`config.mk`:
```
export PLATFORM = sky130hd
export DESIGN_NAME = tcp_core
export DESIGN_NICKNAME = d
export VERILOG_FILES = /design/src/hw/tcp_pkg.sv /design/src/hw/tcp_presc_if.sv /design/src/hw/tcp_prescaler.sv /design/src/hw/tcp_core.sv
export SDC_FILE = /design/constraint.sdc
export NUM_CORES = 1
export LEC_CHECK = 0
export BUFFER_PORTS_ARGS = -buffer_cell sky130_fd_sc_hd__buf_2
export CAP_MARGIN = 20
export CORE_MARGIN = 1.5
export CORE_UTILIZATION = 58
export DETAILED_ROUTE_END_ITERATION = 12
export PLACE_DENSITY = 0.85
export SLEW_MARGIN = 20
export SYNTH_ARGS = -nofsm -noshare
export SYNTH_HDL_FRONTEND = slang
export SYNTH_SLANG_ARGS = --single-unit
```
`constraint.sdc`:
```
create_clock -name clock -period 3.65 [get_ports clock]
set_input_delay 0.1825 -clock clock [delete_from_list [all_inputs] [get_ports clock]]
set_output_delay 0.1825 -clock clock [all_outputs]
set_load 0.05 [all_outputs]
```
`src/hw/tcp_pkg.sv`:
```
// Constants, field layout and types of the timer counter core.
// Assumes byte-wide registers, one per 32-bit Avalon word.
package tcp_pkg;
  // ***********************************************
  // Bus and register geometry
  // ***********************************************
  localparam int TCP_ADDR_W = 9;
  localparam int TCP_DATA_W = 32;
  localparam int TCP_IDX_W = 7;
  localparam int TCP_IDX_LSB = 2;
  localparam int TCP_REG_W = 8;
  localparam int TCP_CNT_W = 16;
  localparam int TCP_PS_W = 3;
  localparam int TCP_DIV_W = 6;
  localparam int TCP_NCHAN = 2;
  // ***********************************************
  // Register indices (byte address is four times)
  // ***********************************************
  localparam logic [6:0] TCP_IDX_STATUS = 7'h40;
  localparam logic [6:0] TCP_IDX_CNT_HI = 7'h41;
  localparam logic [6:0] TCP_IDX_CNT_LO = 7'h42;
  localparam logic [6:0] TCP_IDX_MOD_HI = 7'h43;
  localparam logic [6:0] TCP_IDX_MOD_LO = 7'h44;
  localparam logic [6:0] TCP_IDX_CHAN_CFG = 7'h4F;
  // ***********************************************
  // Status/control fields
  // ***********************************************
  localparam int TCP_BIT_OVF = 7;
  localparam int TCP_BIT_OVIE = 6;
  localparam int TCP_BIT_HALT = 5;
  localparam int TCP_BIT_CLR = 4;
  localparam int TCP_PS_LSB = 0;
  localparam logic [2:0] TCP_PS_EXT = 3'h7;
  // Channel configuration fields
  localparam int TCP_CFG_CMP_LSB = 0;
  localparam int TCP_CFG_BUF_LSB = 2;
  // ***********************************************
  // Reset values and increment steps
  // ***********************************************
  localparam logic [7:0] TCP_STATUS_RST = 8'h20;
  localparam logic [15:0] TCP_CNT_RST = 16'h0000;
  localparam logic [15:0] TCP_MOD_RST = 16'hFFFF;
  localparam logic [7:0] TCP_CHAN_RST = 8'h00;
  localparam logic [15:0] TCP_CNT_STEP = 16'h0001;
  localparam logic [5:0] TCP_DIV_STEP = 6'h01;
  // Bus handshake states
  typedef enum logic {TCP_BUS_IDLE, TCP_BUS_ACK} tcp_bus_state_t;
endpackage : tcp_pkg

```
`src/hw/tcp_presc_if.sv`:
```
// Link between the counter core and its prescaler.
// Assumes both ends run on the same bus clock.
`timescale 1ns/1ps
interface tcp_presc_if;
  logic [2:0] select;
  logic clear;
  logic tick;
  modport core (output select, output clear, input tick);
  modport presc (input select, input clear, output tick);
endinterface : tcp_presc_if

```
`src/hw/tcp_prescaler.sv`:
```
// Prescaler: bus clock divider and external count clock edge detector.
// Assumes the external clock obeys the frequency limit of the source.
`timescale 1ns/1ps
module tcp_prescaler
  import tcp_pkg::*;
(
  input wire logic clock,
  input wire logic nrst,
  input wire logic ext_count_clock,
  tcp_presc_if.presc pif
);
  logic [TCP_DIV_W-1:0] div_reg;
  logic [TCP_DIV_W-1:0] div_mask;
  logic sync1_reg;
  logic sync2_reg;
  logic sync3_reg;
  logic tick_div;
  logic tick_ext;

  // Free-running divider, cleared with the counter
  always_ff @(posedge clock or negedge nrst)
  begin
    if (!nrst)
      div_reg <= '0;
    else if (pif.clear)
      div_reg <= '0;
    else
      div_reg <= div_reg + TCP_DIV_STEP;
  end

  // Two-stage synchroniser, then an edge stage
  always_ff @(posedge clock or negedge nrst)
  begin
    if (!nrst)
    begin
      sync1_reg <= 1'b0;
      sync2_reg <= 1'b0;
      sync3_reg <= 1'b0;
    end
    else
    begin
      sync1_reg <= ext_count_clock;
      sync2_reg <= sync1_reg;
      sync3_reg <= sync2_reg;
    end
  end

  // Divide by two to the select code: low bits all ones
  always_comb
  begin
    div_mask = ~TCP_DIV_W'({TCP_DIV_W{1'b1}} << pif.select);
    tick_div = ((div_reg & div_mask) == div_mask);
    tick_ext = sync2_reg & ~sync3_reg;
  end

  // Code seven hands the count over to the pin
  assign pif.tick = pif.clear ? 1'b0 :
    ((pif.select == TCP_PS_EXT) ? tick_ext : tick_div);
endmodule : tcp_prescaler

```
`src/hw/tcp_core.sv`:
```
// Timer counter core: prescaler select, modulo counter, overflow flag,
// and an Avalon-MM slave holding the status/control and count bytes.
// Assumes a single 100 MHz bus clock and synchronous pin inputs.
`timescale 1ns/1ps
module tcp_core
  import tcp_pkg::*;
(
  input wire logic clock,
  input wire logic nrst,
  input wire logic [TCP_ADDR_W-1:0] avs_address,
  input wire logic avs_read,
  input wire logic avs_write,
  input wire logic [TCP_DATA_W-1:0] avs_writedata,
  input wire logic [3:0] avs_byteenable,
  output logic [TCP_DATA_W-1:0] avs_readdata,
  output logic avs_waitrequest,
  input wire logic ext_count_clock,
  input wire logic break_active,
  input wire logic break_clear_enable,
  output logic [TCP_CNT_W-1:0] count_value,
  output logic overflow_event,
  output logic overflow_irq,
  output logic [TCP_NCHAN-1:0] capture_inhibit,
  output logic [TCP_NCHAN-1:0] channel_compare_mode,
  output logic [TCP_NCHAN-1:0] channel_buffered
);

  // ***********************************************
  // Declarations
  // ***********************************************
  tcp_bus_state_t bus_state_reg;
  tcp_bus_state_t bus_state_next;
  logic [TCP_DATA_W-1:0] readdata_reg;
  logic [TCP_IDX_W-1:0] reg_idx;
  logic [TCP_REG_W-1:0] rd_byte;
  logic [TCP_REG_W-1:0] wr_byte;
  logic bus_req;
  logic fire_rd;
  logic fire_wr;

  logic [TCP_CNT_W-1:0] cnt_reg;
  logic [TCP_CNT_W-1:0] mod_reg;
  logic [TCP_CNT_W-1:0] cnt_snap_reg;
  logic [TCP_REG_W-1:0] lo_buf_reg;
  logic lo_latched_reg;
  logic mod_inhibit_reg;

  logic ovf_reg;
  logic ovf_armed_reg;
  logic ovie_reg;
  logic halt_reg;
  logic [TCP_PS_W-1:0] ps_reg;
  logic [TCP_REG_W-1:0] chan_cfg_reg;
  logic ovf_event_reg;

  logic advance;
  logic wrap;
  logic ovf_set;
  logic ovf_clear;
  logic cnt_clear;
  logic flags_locked;
  logic status_wr;
  logic status_rd;

  tcp_presc_if pif ();

  // ***********************************************
  // Prescaler
  // ***********************************************
  tcp_prescaler u_prescaler (
    .clock (clock),
    .nrst (nrst),
    .ext_count_clock (ext_count_clock),
    .pif (pif)
  );

  // The counter clear also restarts the divider phase
  assign pif.select = ps_reg;
  assign pif.clear = cnt_clear;

  // ***********************************************
  // Avalon-MM slave handshake
  // ***********************************************
  // Fixed one wait state: the read byte is captured in the first
  // cycle so readdata comes from a flop; side effects wait for the
  // cycle in which the master sees waitrequest low.
  assign bus_req = avs_read | avs_write;
  assign reg_idx = avs_address[TCP_ADDR_W-1:TCP_IDX_LSB];
  assign wr_byte = avs_writedata[TCP_REG_W-1:0];
  assign avs_waitrequest = bus_req & (bus_state_reg != TCP_BUS_ACK);
  assign fire_rd = avs_read & (bus_state_reg == TCP_BUS_ACK);
  assign fire_wr = avs_write & (bus_state_reg == TCP_BUS_ACK)
    & avs_byteenable[0];
  assign avs_readdata = readdata_reg;

  // Next bus state
  always_comb
  begin
    bus_state_next = bus_state_reg;
    case (bus_state_reg)
      TCP_BUS_IDLE:
      begin
        if (bus_req)
          bus_state_next = TCP_BUS_ACK;
      end
      TCP_BUS_ACK:
        bus_state_next = TCP_BUS_IDLE;
      default:
        bus_state_next = TCP_BUS_IDLE;
    endcase
  end

  // Bus state register
  always_ff @(posedge clock or negedge nrst)
  begin
    if (!nrst)
      bus_state_reg <= TCP_BUS_IDLE;
    else
      bus_state_reg <= bus_state_next;
  end

  // Read multiplexer; unmapped registers and reserved status bits read as zero
  always_comb
  begin
    rd_byte = '0;
    case (reg_idx)
      TCP_IDX_STATUS:
      begin
        rd_byte[TCP_BIT_OVF] = ovf_reg;
        rd_byte[TCP_BIT_OVIE] = ovie_reg;
        rd_byte[TCP_BIT_HALT] = halt_reg;
        rd_byte[TCP_BIT_CLR] = 1'b0;
        rd_byte[TCP_PS_LSB +: TCP_PS_W] = ps_reg;
      end
      TCP_IDX_CNT_HI:
        rd_byte = cnt_reg[TCP_CNT_W-1:TCP_REG_W];
      TCP_IDX_CNT_LO:
        rd_byte = lo_latched_reg ? lo_buf_reg :
          cnt_reg[TCP_REG_W-1:0];
      TCP_IDX_MOD_HI:
        rd_byte = mod_reg[TCP_CNT_W-1:TCP_REG_W];
      TCP_IDX_MOD_LO:
        rd_byte = mod_reg[TCP_REG_W-1:0];
      TCP_IDX_CHAN_CFG:
        rd_byte = chan_cfg_reg;
      default:
        rd_byte = '0;
    endcase
  end

  // Read data and counter snapshot, both taken in the wait cycle
  always_ff @(posedge clock or negedge nrst)
  begin
    if (!nrst)
    begin
      readdata_reg <= '0;
      cnt_snap_reg <= TCP_CNT_RST;
    end
    else if (avs_read && bus_state_reg == TCP_BUS_IDLE)
    begin
      readdata_reg <= {{(TCP_DATA_W-TCP_REG_W){1'b0}}, rd_byte};
      cnt_snap_reg <= cnt_reg;
    end
  end

  // ***********************************************
  // Control fields of the status/control register
  // ***********************************************
  assign status_wr = fire_wr & (reg_idx == TCP_IDX_STATUS);
  assign status_rd = fire_rd & (reg_idx == TCP_IDX_STATUS);
  assign cnt_clear = status_wr & wr_byte[TCP_BIT_CLR];

  // Control bits stay writable during a break; only flags are guarded
  always_ff @(posedge clock or negedge nrst)
  begin
    if (!nrst)
    begin
      ovie_reg <= TCP_STATUS_RST[TCP_BIT_OVIE];
      halt_reg <= TCP_STATUS_RST[TCP_BIT_HALT];
      ps_reg <= TCP_STATUS_RST[TCP_PS_LSB +: TCP_PS_W];
    end
    else if (status_wr)
    begin
      ovie_reg <= wr_byte[TCP_BIT_OVIE];
      halt_reg <= wr_byte[TCP_BIT_HALT];
      ps_reg <= wr_byte[TCP_PS_LSB +: TCP_PS_W];
    end
  end

  // ***********************************************
  // Counter
  // ***********************************************
  // A new halt value only acts from the next tick on, so halt and
  // clear in one write leave a zero counter that does not move.
  assign advance = pif.tick & ~halt_reg & ~break_active;
  assign wrap = advance & (cnt_reg == mod_reg);

  // Clear beats wrap beats increment
  always_ff @(posedge clock or negedge nrst)
  begin
    if (!nrst)
      cnt_reg <= TCP_CNT_RST;
    else if (cnt_clear)
      cnt_reg <= TCP_CNT_RST;
    else if (wrap)
      cnt_reg <= TCP_CNT_RST;
    else if (advance)
      cnt_reg <= cnt_reg + TCP_CNT_STEP;
  end

  // Overflow event pulse for the channel logic, one cycle per wrap
  always_ff @(posedge clock or negedge nrst)
  begin
    if (!nrst)
      ovf_event_reg <= 1'b0;
    else
      ovf_event_reg <= wrap;
  end

  assign count_value = cnt_reg;
  assign overflow_event = ovf_event_reg;

  // ***********************************************
  // Coherent 16-bit count read
  // ***********************************************
  // A forgotten low-byte read keeps the buffer latched; software must
  // read the low byte to release it, also inside a break.
  always_ff @(posedge clock or negedge nrst)
  begin
    if (!nrst)
    begin
      lo_buf_reg <= '0;
      lo_latched_reg <= 1'b0;
    end
    else if (fire_rd && reg_idx == TCP_IDX_CNT_HI)
    begin
      if (!lo_latched_reg)
      begin
        lo_buf_reg <= cnt_snap_reg[TCP_REG_W-1:0];
        lo_latched_reg <= 1'b1;
      end
    end
    else if (fire_rd && reg_idx == TCP_IDX_CNT_LO)
      lo_latched_reg <= 1'b0;
  end

  // ***********************************************
  // Modulo value
  // ***********************************************
  // Bytes land directly; the inhibit hides a half-written limit.
  always_ff @(posedge clock or negedge nrst)
  begin
    if (!nrst)
    begin
      mod_reg <= TCP_MOD_RST;
      mod_inhibit_reg <= 1'b0;
    end
    else if (fire_wr && reg_idx == TCP_IDX_MOD_HI)
    begin
      mod_reg[TCP_CNT_W-1:TCP_REG_W] <= wr_byte;
      mod_inhibit_reg <= 1'b1;
    end
    else if (fire_wr && reg_idx == TCP_IDX_MOD_LO)
    begin
      mod_reg[TCP_REG_W-1:0] <= wr_byte;
      mod_inhibit_reg <= 1'b0;
    end
  end

  // ***********************************************
  // Overflow flag and two-step clear
  // ***********************************************
  // Break with clearing disabled freezes the flag and its arming.
  assign flags_locked = break_active & ~break_clear_enable;
  assign ovf_set = wrap & ~mod_inhibit_reg;
  // Only a 0 in the flag position clears; a 1 is ignored
  assign ovf_clear = status_wr & ~wr_byte[TCP_BIT_OVF]
    & ovf_armed_reg & ~flags_locked;

  // Arming follows a read that saw the flag set
  always_ff @(posedge clock or negedge nrst)
  begin
    if (!nrst)
      ovf_armed_reg <= 1'b0;
    else if (ovf_set)
      ovf_armed_reg <= 1'b0;
    else if (status_rd && readdata_reg[TCP_BIT_OVF] && !flags_locked)
      ovf_armed_reg <= 1'b1;
    else if (ovf_clear)
      ovf_armed_reg <= 1'b0;
  end

  // Set wins over clear in the same cycle
  always_ff @(posedge clock or negedge nrst)
  begin
    if (!nrst)
      ovf_reg <= TCP_STATUS_RST[TCP_BIT_OVF];
    else if (ovf_set)
      ovf_reg <= 1'b1;
    else if (ovf_clear)
      ovf_reg <= 1'b0;
  end

  // Interrupt held back while the modulo value is half written
  assign overflow_irq = ovf_reg & ovie_reg
    & ~mod_inhibit_reg;

  // ***********************************************
  // Channel configuration and capture gating
  // ***********************************************
  always_ff @(posedge clock or negedge nrst)
  begin
    if (!nrst)
      chan_cfg_reg <= TCP_CHAN_RST;
    else if (fire_wr && reg_idx == TCP_IDX_CHAN_CFG)
      chan_cfg_reg <= wr_byte;
  end

  // Per channel: mode bits out, captures blocked in break, and in halt unless in compare mode
  genvar ch;
  generate
    for (ch = 0; ch < TCP_NCHAN; ch++)
    begin : g_chan
      assign channel_compare_mode[ch] =
        chan_cfg_reg[TCP_CFG_CMP_LSB + ch];
      assign channel_buffered[ch] =
        chan_cfg_reg[TCP_CFG_BUF_LSB + ch];
      assign capture_inhibit[ch] = break_active
        | (halt_reg & ~chan_cfg_reg[TCP_CFG_CMP_LSB + ch]);
    end
  endgenerate

endmodule : tcp_core

```
Yosys cells after proc, flatten, opt, wreduce, memory -nomap -nowiden
Index checks and enable logic that the tools add are counted.

Shift operators: 1. $add $sub $neg: 2. Reductions and logical operators: 16. Multiplexer cells: 20. Bitwise operators: 37. Equality and inequality tests: 9.

Operator list (count): $mux W16 (3); $eq A7 B7 Y1 const B (6); $pmux W4 S6 (1); $and A1 B1 Y1 (20); $pmux W3 S6 (1); $add A16 B1 Y16 const B (1); $eq A16 B16 Y1 (1); $not A1 Y1 (12); $mux W1 (11); $logic_and A1 B1 Y1 (8); $mux W8 (1); $add A6 B1 Y6 const B (1); $and A6 B6 Y6 (1); $eq A6 B6 Y1 (1); $mux W6 (1); $not A6 Y6 (1); $reduce_bool A2 Y1 (3); $reduce_bool A3 Y1 (2); $shl A6 B3 Y6 const A (1); $pmux W1 S5 (1); $reduce_and A2 Y1 (2); $eq A3 B3 Y1 const B (1); $or A1 B1 Y1 (3); $pmux W1 S2 (1); $logic_not A1 Y1 (1).

Output and inout bits: 57. Word-level logic and storage cells: 105. Flip-flop bits (word level): 84.

Logic depth before layout (Yosys ltp)
Gate-level depths: netlist of the first run.

Depth in word-level cells: 11. Depth in mapped cells: 8. Depth with buffers taken out: 6.

Modules after synthesis
From an unflattened synthesis of the first run, not the netlist that was laid out.

Cell total of the unflattened synthesis: 411. Area, all modules: 4555.6 µm².

Modules (own cells, without submodules): tcp_core (times used 1, sequential area each 1898.1 µm², cells an instance 375, area an instance 4166.5 µm²); tcp_prescaler (times used 1, sequential area each 225.2 µm², cells an instance 36, area an instance 389.1 µm²).

Least setup slack after synthesis of the first run
No wires, ideal clock.

Kind: reg2reg. Start point: reg cnt_reg[6] (netlist: count_value[6]). End point: reg cnt_reg[4] (netlist: count_value[4]). Library setup time: 0.130 ns. Data required time: 3.520 ns. Arrival: 2.101 ns. Period minus slack after synthesis: 2.231 ns. Stages on the path, launching flop included: 8. Path slack: 1.419 ns. Path through: dfrtp_1 > clkbuf_1 > xor2_1 > nor4_1 > nand4_1 > o31ai_1 > buf_2 > a21oi_1.

Cells in the longest elaborated chain, start to end: 4. Elaborated cells on any way between the ends: 5. Those cells by class: 1 x eq/ne; 2 x mux; 1 x bitwise; 1 x reduce/logical.

RTL lines: from (decl) (line tcp_core.sv:41) `logic [TCP_CNT_W-1:0] cnt_reg;`; from (signal assigned) (line tcp_core.sv:208) `cnt_reg <= cnt_reg + TCP_CNT_STEP;`; $eq A16 B16 Y1 (*) (line tcp_core.sv:196) `assign wrap = advance & (cnt_reg == mod_reg);`; $and A1 B1 Y1 (*) (line tcp_core.sv:196); $mux W16 (line tcp_core.sv:205) `else if (wrap)`; $mux W16 (line tcp_core.sv:203) `else if (cnt_clear)`.

Mark *: on every way between the ends. The rest lies on a longest branch, timed or not. A chain may end at the register's enable or synchronous reset.

Worst setup path in the final report of the first run
Start point: reg ps_reg[1] (netlist: pif.select[1]). End point: reg cnt_reg[8] (netlist: count_value[8]).

Cells in the longest elaborated chain, start to end: 11. Elaborated cells on any way between the ends: 13. Those cells by class: 2 x eq/ne; 1 x shift; 4 x mux; 5 x bitwise; 1 x reduce/logical.

RTL lines: from (decl) (line tcp_core.sv:52) `logic [TCP_PS_W-1:0] ps_reg;`; from (signal assigned) (line tcp_core.sv:180) `ps_reg <= TCP_STATUS_RST[TCP_PS_LSB +: TCP_PS_W];`; from (signal assigned) (line tcp_core.sv:186) `ps_reg <= wr_byte[TCP_PS_LSB +: TCP_PS_W];`; $shl A6 B3 Y6 (line tcp_prescaler.sv:51) `div_mask = ~TCP_DIV_W'({TCP_DIV_W{1'b1}} << pif.select);`; $not A6 Y6 (line tcp_prescaler.sv:51); $and A6 B6 Y6 (line tcp_prescaler.sv:52) `tick_div = ((div_reg & div_mask) == div_mask);`; $eq A6 B6 Y1 (line tcp_prescaler.sv:52); $mux W1 (*) (line tcp_prescaler.sv:58) `((pif.select == TCP_PS_EXT) ? tick_ext : tick_div);`; $mux W1 (*) (line tcp_prescaler.sv:57) `assign pif.tick = pif.clear ? 1'b0 :`; $and A1 B1 Y1 (*) (2 in a row) (line tcp_core.sv:195) `assign advance = pif.tick & ~halt_reg & ~break_active;`; $and A1 B1 Y1 (line tcp_core.sv:196); $mux W16 (line tcp_core.sv:205); $mux W16 (line tcp_core.sv:203).

Marks and branches as above.

==> flow_metrics.tcl, run 1 <==
set metrics [dict create \
    drv_cap 0 \
    power_density_nw_per_um2 496.7 \
    cts_buffer_depth 2 \
    dp.cells 561 \
    die_h_um 91.41 \
    drt-total-wl_mm 10.99 \
    wl_per_cell_um 18.97 \
    comb_power_share_pct 22.4 \
    path_max_fanout 30 \
    ctsRootBufferMaster "clkbuf_8" \
    p_sw_share_pct 33.91 \
    maxSlewHeadroom_pct 40.78 \
    dieArea_um2 8355 \
    numPortBuffers 55 \
    syn_area_um2 4533 \
    start_kind "flop" \
    instances_no_fill 579 \
    p_seq_share_pct 45.4 \
    post_cts_resize_count 0 \
    cp.arrival_ns 2.80 \
    hpwl_mm 7.571 \
    required_ns 3.89 \
    initial_utilization_pct 59.28 \
    netlist_instances 431 \
    power.switching_uw 840.7 \
    cts-buffers-inserted 9 \
    core_um2 7647 \
    path_class "reg2reg" \
    reg2reg_to "count_value[8]" \
    fin_crit_sh_pct 70.14 \
    seq_area_frac_synth_pct 46.84 \
    viasPerCell 6.197 \
    antenna_cells 0 \
    min_period_ns 2.560 \
    synth_enable_flop_cells 0 \
    avgSynthCellArea_um2 10.52 \
    rsz0062_at_grt "false" \
    rows 32 \
    hold_viol 0 \
    synth_ff_type "dfrtp_1" \
    io_pins 109 \
    whs_ns 0.06701 \
    layout.nets 526 \
    worst_pin_slew_ns 0.8862 \
    outcome "finished clean" \
    final_core_util_pct 65.28 \
    grt_overflow 0 \
    yosysWarningCount 0 \
    hold_path_class "in2reg" \
    drc 0 \
    pre_cts_ws_ns 1.154 \
    track_usage_pct 28.38 \
    hold_end "chan_cfg_reg[3]" \
    worst_slack_ns 1.090 \
    area_growth_syn_to_layout_pct 10.13 \
    stdcell_area_um2 4992 \
    ir_drop_v 0.0002273 \
    die_w_um 91.41 \
    via_count 3588 \
    grt_antenna_before_repair 0 \
    finalPower_mw 2.479 \
    grt_pass1_wl_mm 18.21 \
    reg2reg_depth 6 \
    gp_congestion 0.8813 \
    async_reset_ff_share_pct 100.0 \
    grt_max_degree 85 \
    antenna_left 0 \
    grt_pass1_vias 3504 \
    maxSlewViolCount 0 \
    whs_path_depth 2 \
    placed_cell_area_um2 4725 \
    finalSetupTns_ns 0 \
    cts.sinks 84 \
    drive_gt1_share_pct 26.62 \
    clk_pin_slew_ns 0.09 \
    synthDistinctLibCells 58 \
    r2r_setup_slack_ns 1.09 \
    holdCritStartpoint "avs_writedata[3]" \
    finClkSkew_ns 0.01007 \
    worst_setup_path_end_kind "flop" \
    p_int_mw 1.639 \
    htreeDepth 3 \
    timing.rr.start "pif.select[1]" \
    drtIter0Drc 391 \
    ys_ff_latch 84 \
    finalSetupViolations 0 \
    timing.fmax_mhz 390.6 \
    power_frac_clock_pct 32.2 \
    cts_tree "done" \
    clock_latency_ns 0.36 \
    first_pass_iters 5 \
    p_leak_nw 2.388 \
]
==> cells in the final DEF (no fill, tap or decap), types with 6 or more instances in the layout <==
cell / instances
mux2_2: 29
nand4_1: 7
o31ai_1: 11
inv_1: 8
buf_2: 54
nand3_1: 16
nand2_1: 35
mux2_1: 16
a21oi_1: 23
dfrtp_1: 67
xor2_1: 17
nor2_1: 24
or4_1: 10
and3_1: 6
clkbuf_8: 9
conb_1: 24
a31oi_1: 7
dfstp_2: 17
==> cells in the mapped netlist (7+ instances only) <==
master | count | share of area (%)
a31oi_1 | 7 | 0.97
nor2_1 | 24 | 2.0
buf_4 | 28 | 4.6
clkbuf_1 | 16 | 1.3
or4_1 | 10 | 1.7
mux2_2 | 29 | 7.2
nand3_1 | 16 | 1.8
o31ai_1 | 11 | 1.8
nand4_1 | 7 | 0.97
a21oi_1 | 23 | 2.5
inv_1 | 8 | 0.66
nand2_1 | 35 | 2.9
dfrtp_1 | 67 | 37
mux2_1 | 16 | 4.0
xor2_1 | 17 | 3.3
dfstp_2 | 17 | 9.9
==> timing repair <==
item,4_1_cts,5_1_grt
setup buffers,0,0
hold buffers,1,1
endpoints found under the hold margin,1,67
==> logic make-up after synthesis <==
logic type	after synthesis	synth area share (%)
multiplexers	48	12.12
buffers and inverters	60	7.618
AO/OA/AOI/OAI	77	11.59
AND/OR/NAND/NOR	139	17.33
adder cells (fa/ha/maj)	2	0.5519
XOR/XNOR	20	3.864
flip-flops	84	46.84
other	1	0.08272
==> power groups by stage <==
| stage | clock network (mW) | logic [mW] | registers [mW] |
|---|---|---|---|
| final | 0.799 | 0.556 | 1.12 |
| after global routing | 0.844 | 0.602 | 1.14 |
| after CTS | 0.802 | 0.554 | 1.12 |
| after detailed placement | 0 | 0.552 | 1.14 |
| after global placement | 0 | 0.536 | 1.13 |
| after floorplan | 0 | 0.330 | 1.23 |
==> per-layer routing <==
metal  track usage [%]  up-vias  share of wire [%]
li1                  -     1595                  -
met1             36.62     1767                 41
met2             45.77      200                 49
met3             5.611       26                7.1
met4             13.67        0                2.6
met5                 0        -                  0
==> worst max-delay path by stage <==
stage / from / to / slack, ns / cells after the start
after detailed placement: pif.select[1] / count_value[8] / 1.15 / 6
after CTS: pif.select[1] / count_value[8] / 1.12 / 6
after global placement: pif.select[1] / count_value[14] / 1.25 / 6
after global routing: pif.select[1] / count_value[2] / 0.82 / 6
final: pif.select[1] / count_value[8] / 1.09 / 6
after floorplan: count_value[6] / count_value[4] / 1.42 / 7
==> critical path, stage by stage (launching register included) <==
cell and delay [ns]:
dfrtp_1 0.51, and3_1 0.23, a211oi_1 0.31, nand2_1 0.57, o31ai_1 0.49, buf_4 0.26
a21oi_1 0.06
==> area by class of cell <==
| class | count | area (µm²) |
|---|---|---|
| clock inverter | 6 | 112.6 |
| tap | 102 | 127.6 |
| timing repair buffer | 59 | 316.6 |
| sequential | 84 | 2123 |
| inverter | 8 | 30.03 |
| multi-input combinational | 310 | 2155 |
| clock buffer | 10 | 127.6 |
| fill | 598 | 2655 |
(Power assumes the default switching activity.)
==> run 2, diff against run 1 <==
- CORE_UTILIZATION: 58 -> 54
- PLACE_DENSITY: 0.85 -> 0.8
- clock period: 3.65 -> 2.45 ns (I/O delays scaled with it)
==> run 2 against run 1 <==
  * Sequential share of layout area fell by 0.82 points
  * Combinational power increased by 53%
  * Routed wire length grew 1.3%
  * Global-route usage is 1.8 points lower
  * Power up 38%
  * Maximum frequency grew 8.4%
  * Sequential power increased by 49%
  * Flip-flop and latch count unchanged
  * Die area grew 7.2%
  * Cell area rose by 2.0%
  * Via count rose by 0.39%
  * Largest power group unchanged
==> flow_metrics.tcl, run 2 (synthesis gave the netlist of run 1 again) <==
set metrics [dict create \
    outcome "finished clean" \
    start_kind "flop" \
    ff_latch_area_um2 2123 \
    rsz0062_at_grt "false" \
    drt-total-wl_mm 11.13 \
    drive_gt1_share_pct 29.06 \
    layout.nets 548 \
    layout_common_cells "dfrtp_1, buf_2, nand2_1, mux2_2" \
    maxSlewViolCount 0 \
    finalSetupViolations 0 \
    drv_cap 0 \
    p_leak_nw 2.484 \
    antenna_cells 0 \
    whs_ns 0.02132 \
    finalSetupTns_ns 0 \
    grt_overflow 0 \
    timing.rr.start "count_value[8]" \
    io_pins 109 \
    mostFrequentLayoutCell "dfrtp_1" \
    final_core_util_pct 62.26 \
    reg2reg_to "count_value[10]" \
    initial_utilization_pct 55.45 \
    multi_input_area_um2 2151 \
    clock_latency_ns 0.35 \
    path_class "reg2reg" \
    viasPerCell 5.964 \
    reg2reg_depth 6 \
    grt_antenna_before_repair 0 \
    antenna_left 0 \
    cts_buffer_depth 2 \
    grt_pass1_vias 3539 \
    cts.sinks 84 \
    maxSlewHeadroom_pct 50.32 \
    clk_pin_slew_ns 0.08 \
    track_usage_pct 26.60 \
    die_w_um 94.62 \
    core_um2 8175 \
    area_growth_syn_to_layout_pct 12.28 \
    finClkSkew_ns 0.006379 \
    path_max_fanout 11 \
    cp.arrival_ns 2.59 \
    power_density_nw_per_um2 670.6 \
    grt_max_degree 85 \
    drc 0 \
    dieArea_um2 8953 \
    hold_path_class "in2reg" \
    worst_pin_slew_ns 0.7452 \
    grt_pass1_wl_mm 18.00 \
    timing.fmax_mhz 423.5 \
    holdCritStartpoint "avs_writedata[3]" \
    gp_congestion 0.8848 \
    r2r_setup_slack_ns 0.09 \
    drtIter0Drc 272 \
    rows 33 \
    min_period_ns 2.361 \
    wl_per_cell_um 18.43 \
    worst_setup_path_end_kind "flop" \
    hold_end "chan_cfg_reg[3]" \
    hold_viol 0 \
    hpwl_mm 8.091 \
    die_h_um 94.62 \
    required_ns 2.68 \
    post_cts_resize_count 0 \
    cts_setup_buffers 0 \
    nFillCells 687 \
    cts_tree "done" \
    fin_crit_sh_pct 96.39 \
    htreeDepth 3 \
    whs_path_depth 2 \
    ir_drop_v 0.0003495 \
    ctsRootBufferMaster "clkbuf_8" \
    first_pass_iters 5 \
    dp.cells 586 \
    instances_no_fill 604 \
    via_count 3602 \
    numPortBuffers 55 \
    cts-buffers-inserted 9 \
]
-- run 2: per-stage QoR --
step	setup WS [ns]	power, mW	cell area [µm²]
after floorplan	0.2191	2.317	4619
after global placement	0.3214	2.505	4893
after detailed placement	0.1883	2.530	4893
after CTS	0.1744	3.415	5086
after global routing	0.01246	3.568	5090
final	0.08852	3.413	5090
-- run 2: critical path: stages (launching register included) --
cell	delay, ns
dfrtp_1	0.52
xor2_1	0.23
nor4_1	0.34
nand4_1	0.47
o31ai_1	0.37
buf_4	0.24
a21oi_1	0.07
-- run 2: worst max path at each step --
stage,start,endpoint,slack [ns],cells past startpoint
after floorplan,count_value[6],count_value[4],0.22,7
after global placement,pif.select[1],count_value[11],0.32,5
after detailed placement,count_value[8],count_value[10],0.19,6
after CTS,count_value[8],count_value[10],0.17,6
after global routing,count_value[8],count_value[11],0.01,6
final,count_value[8],count_value[10],0.09,6
-- run 2: where the power goes --
part / switching, mW / internal [mW] / total (mW)
clock: 0.471 / 0.422 / 0.894
combinational: 0.600 / 0.252 / 0.852
sequential: 0.146 / 1.52 / 1.67
-- run 2: cell type report --
class,count,area share (%)
well taps,105,2.581
repair buffers,81,9.464
clock buffers,14,3.196
flip-flops and latches,84,41.72
inverters,8,0.5900
clock inverters,2,0.1967
multi-input cells,310,42.26
-- run 2: timing repair --
item / in CTS / in global routing
setup endpoints to repair: 0 / 3
hold buffers: 2 / 0
hold endpoints to repair: 30 / 0
-- run 2: routing by layer --
layer | vias up | track usage, % | routed length, µm
li1 | 1649 | - | -
met1 | 1746 | 34.43 | 4710
met2 | 169 | 43.93 | 5277
met3 | 38 | 4.187 | 720
met4 | 0 | 11.94 | 422
met5 | - | 0 | 0
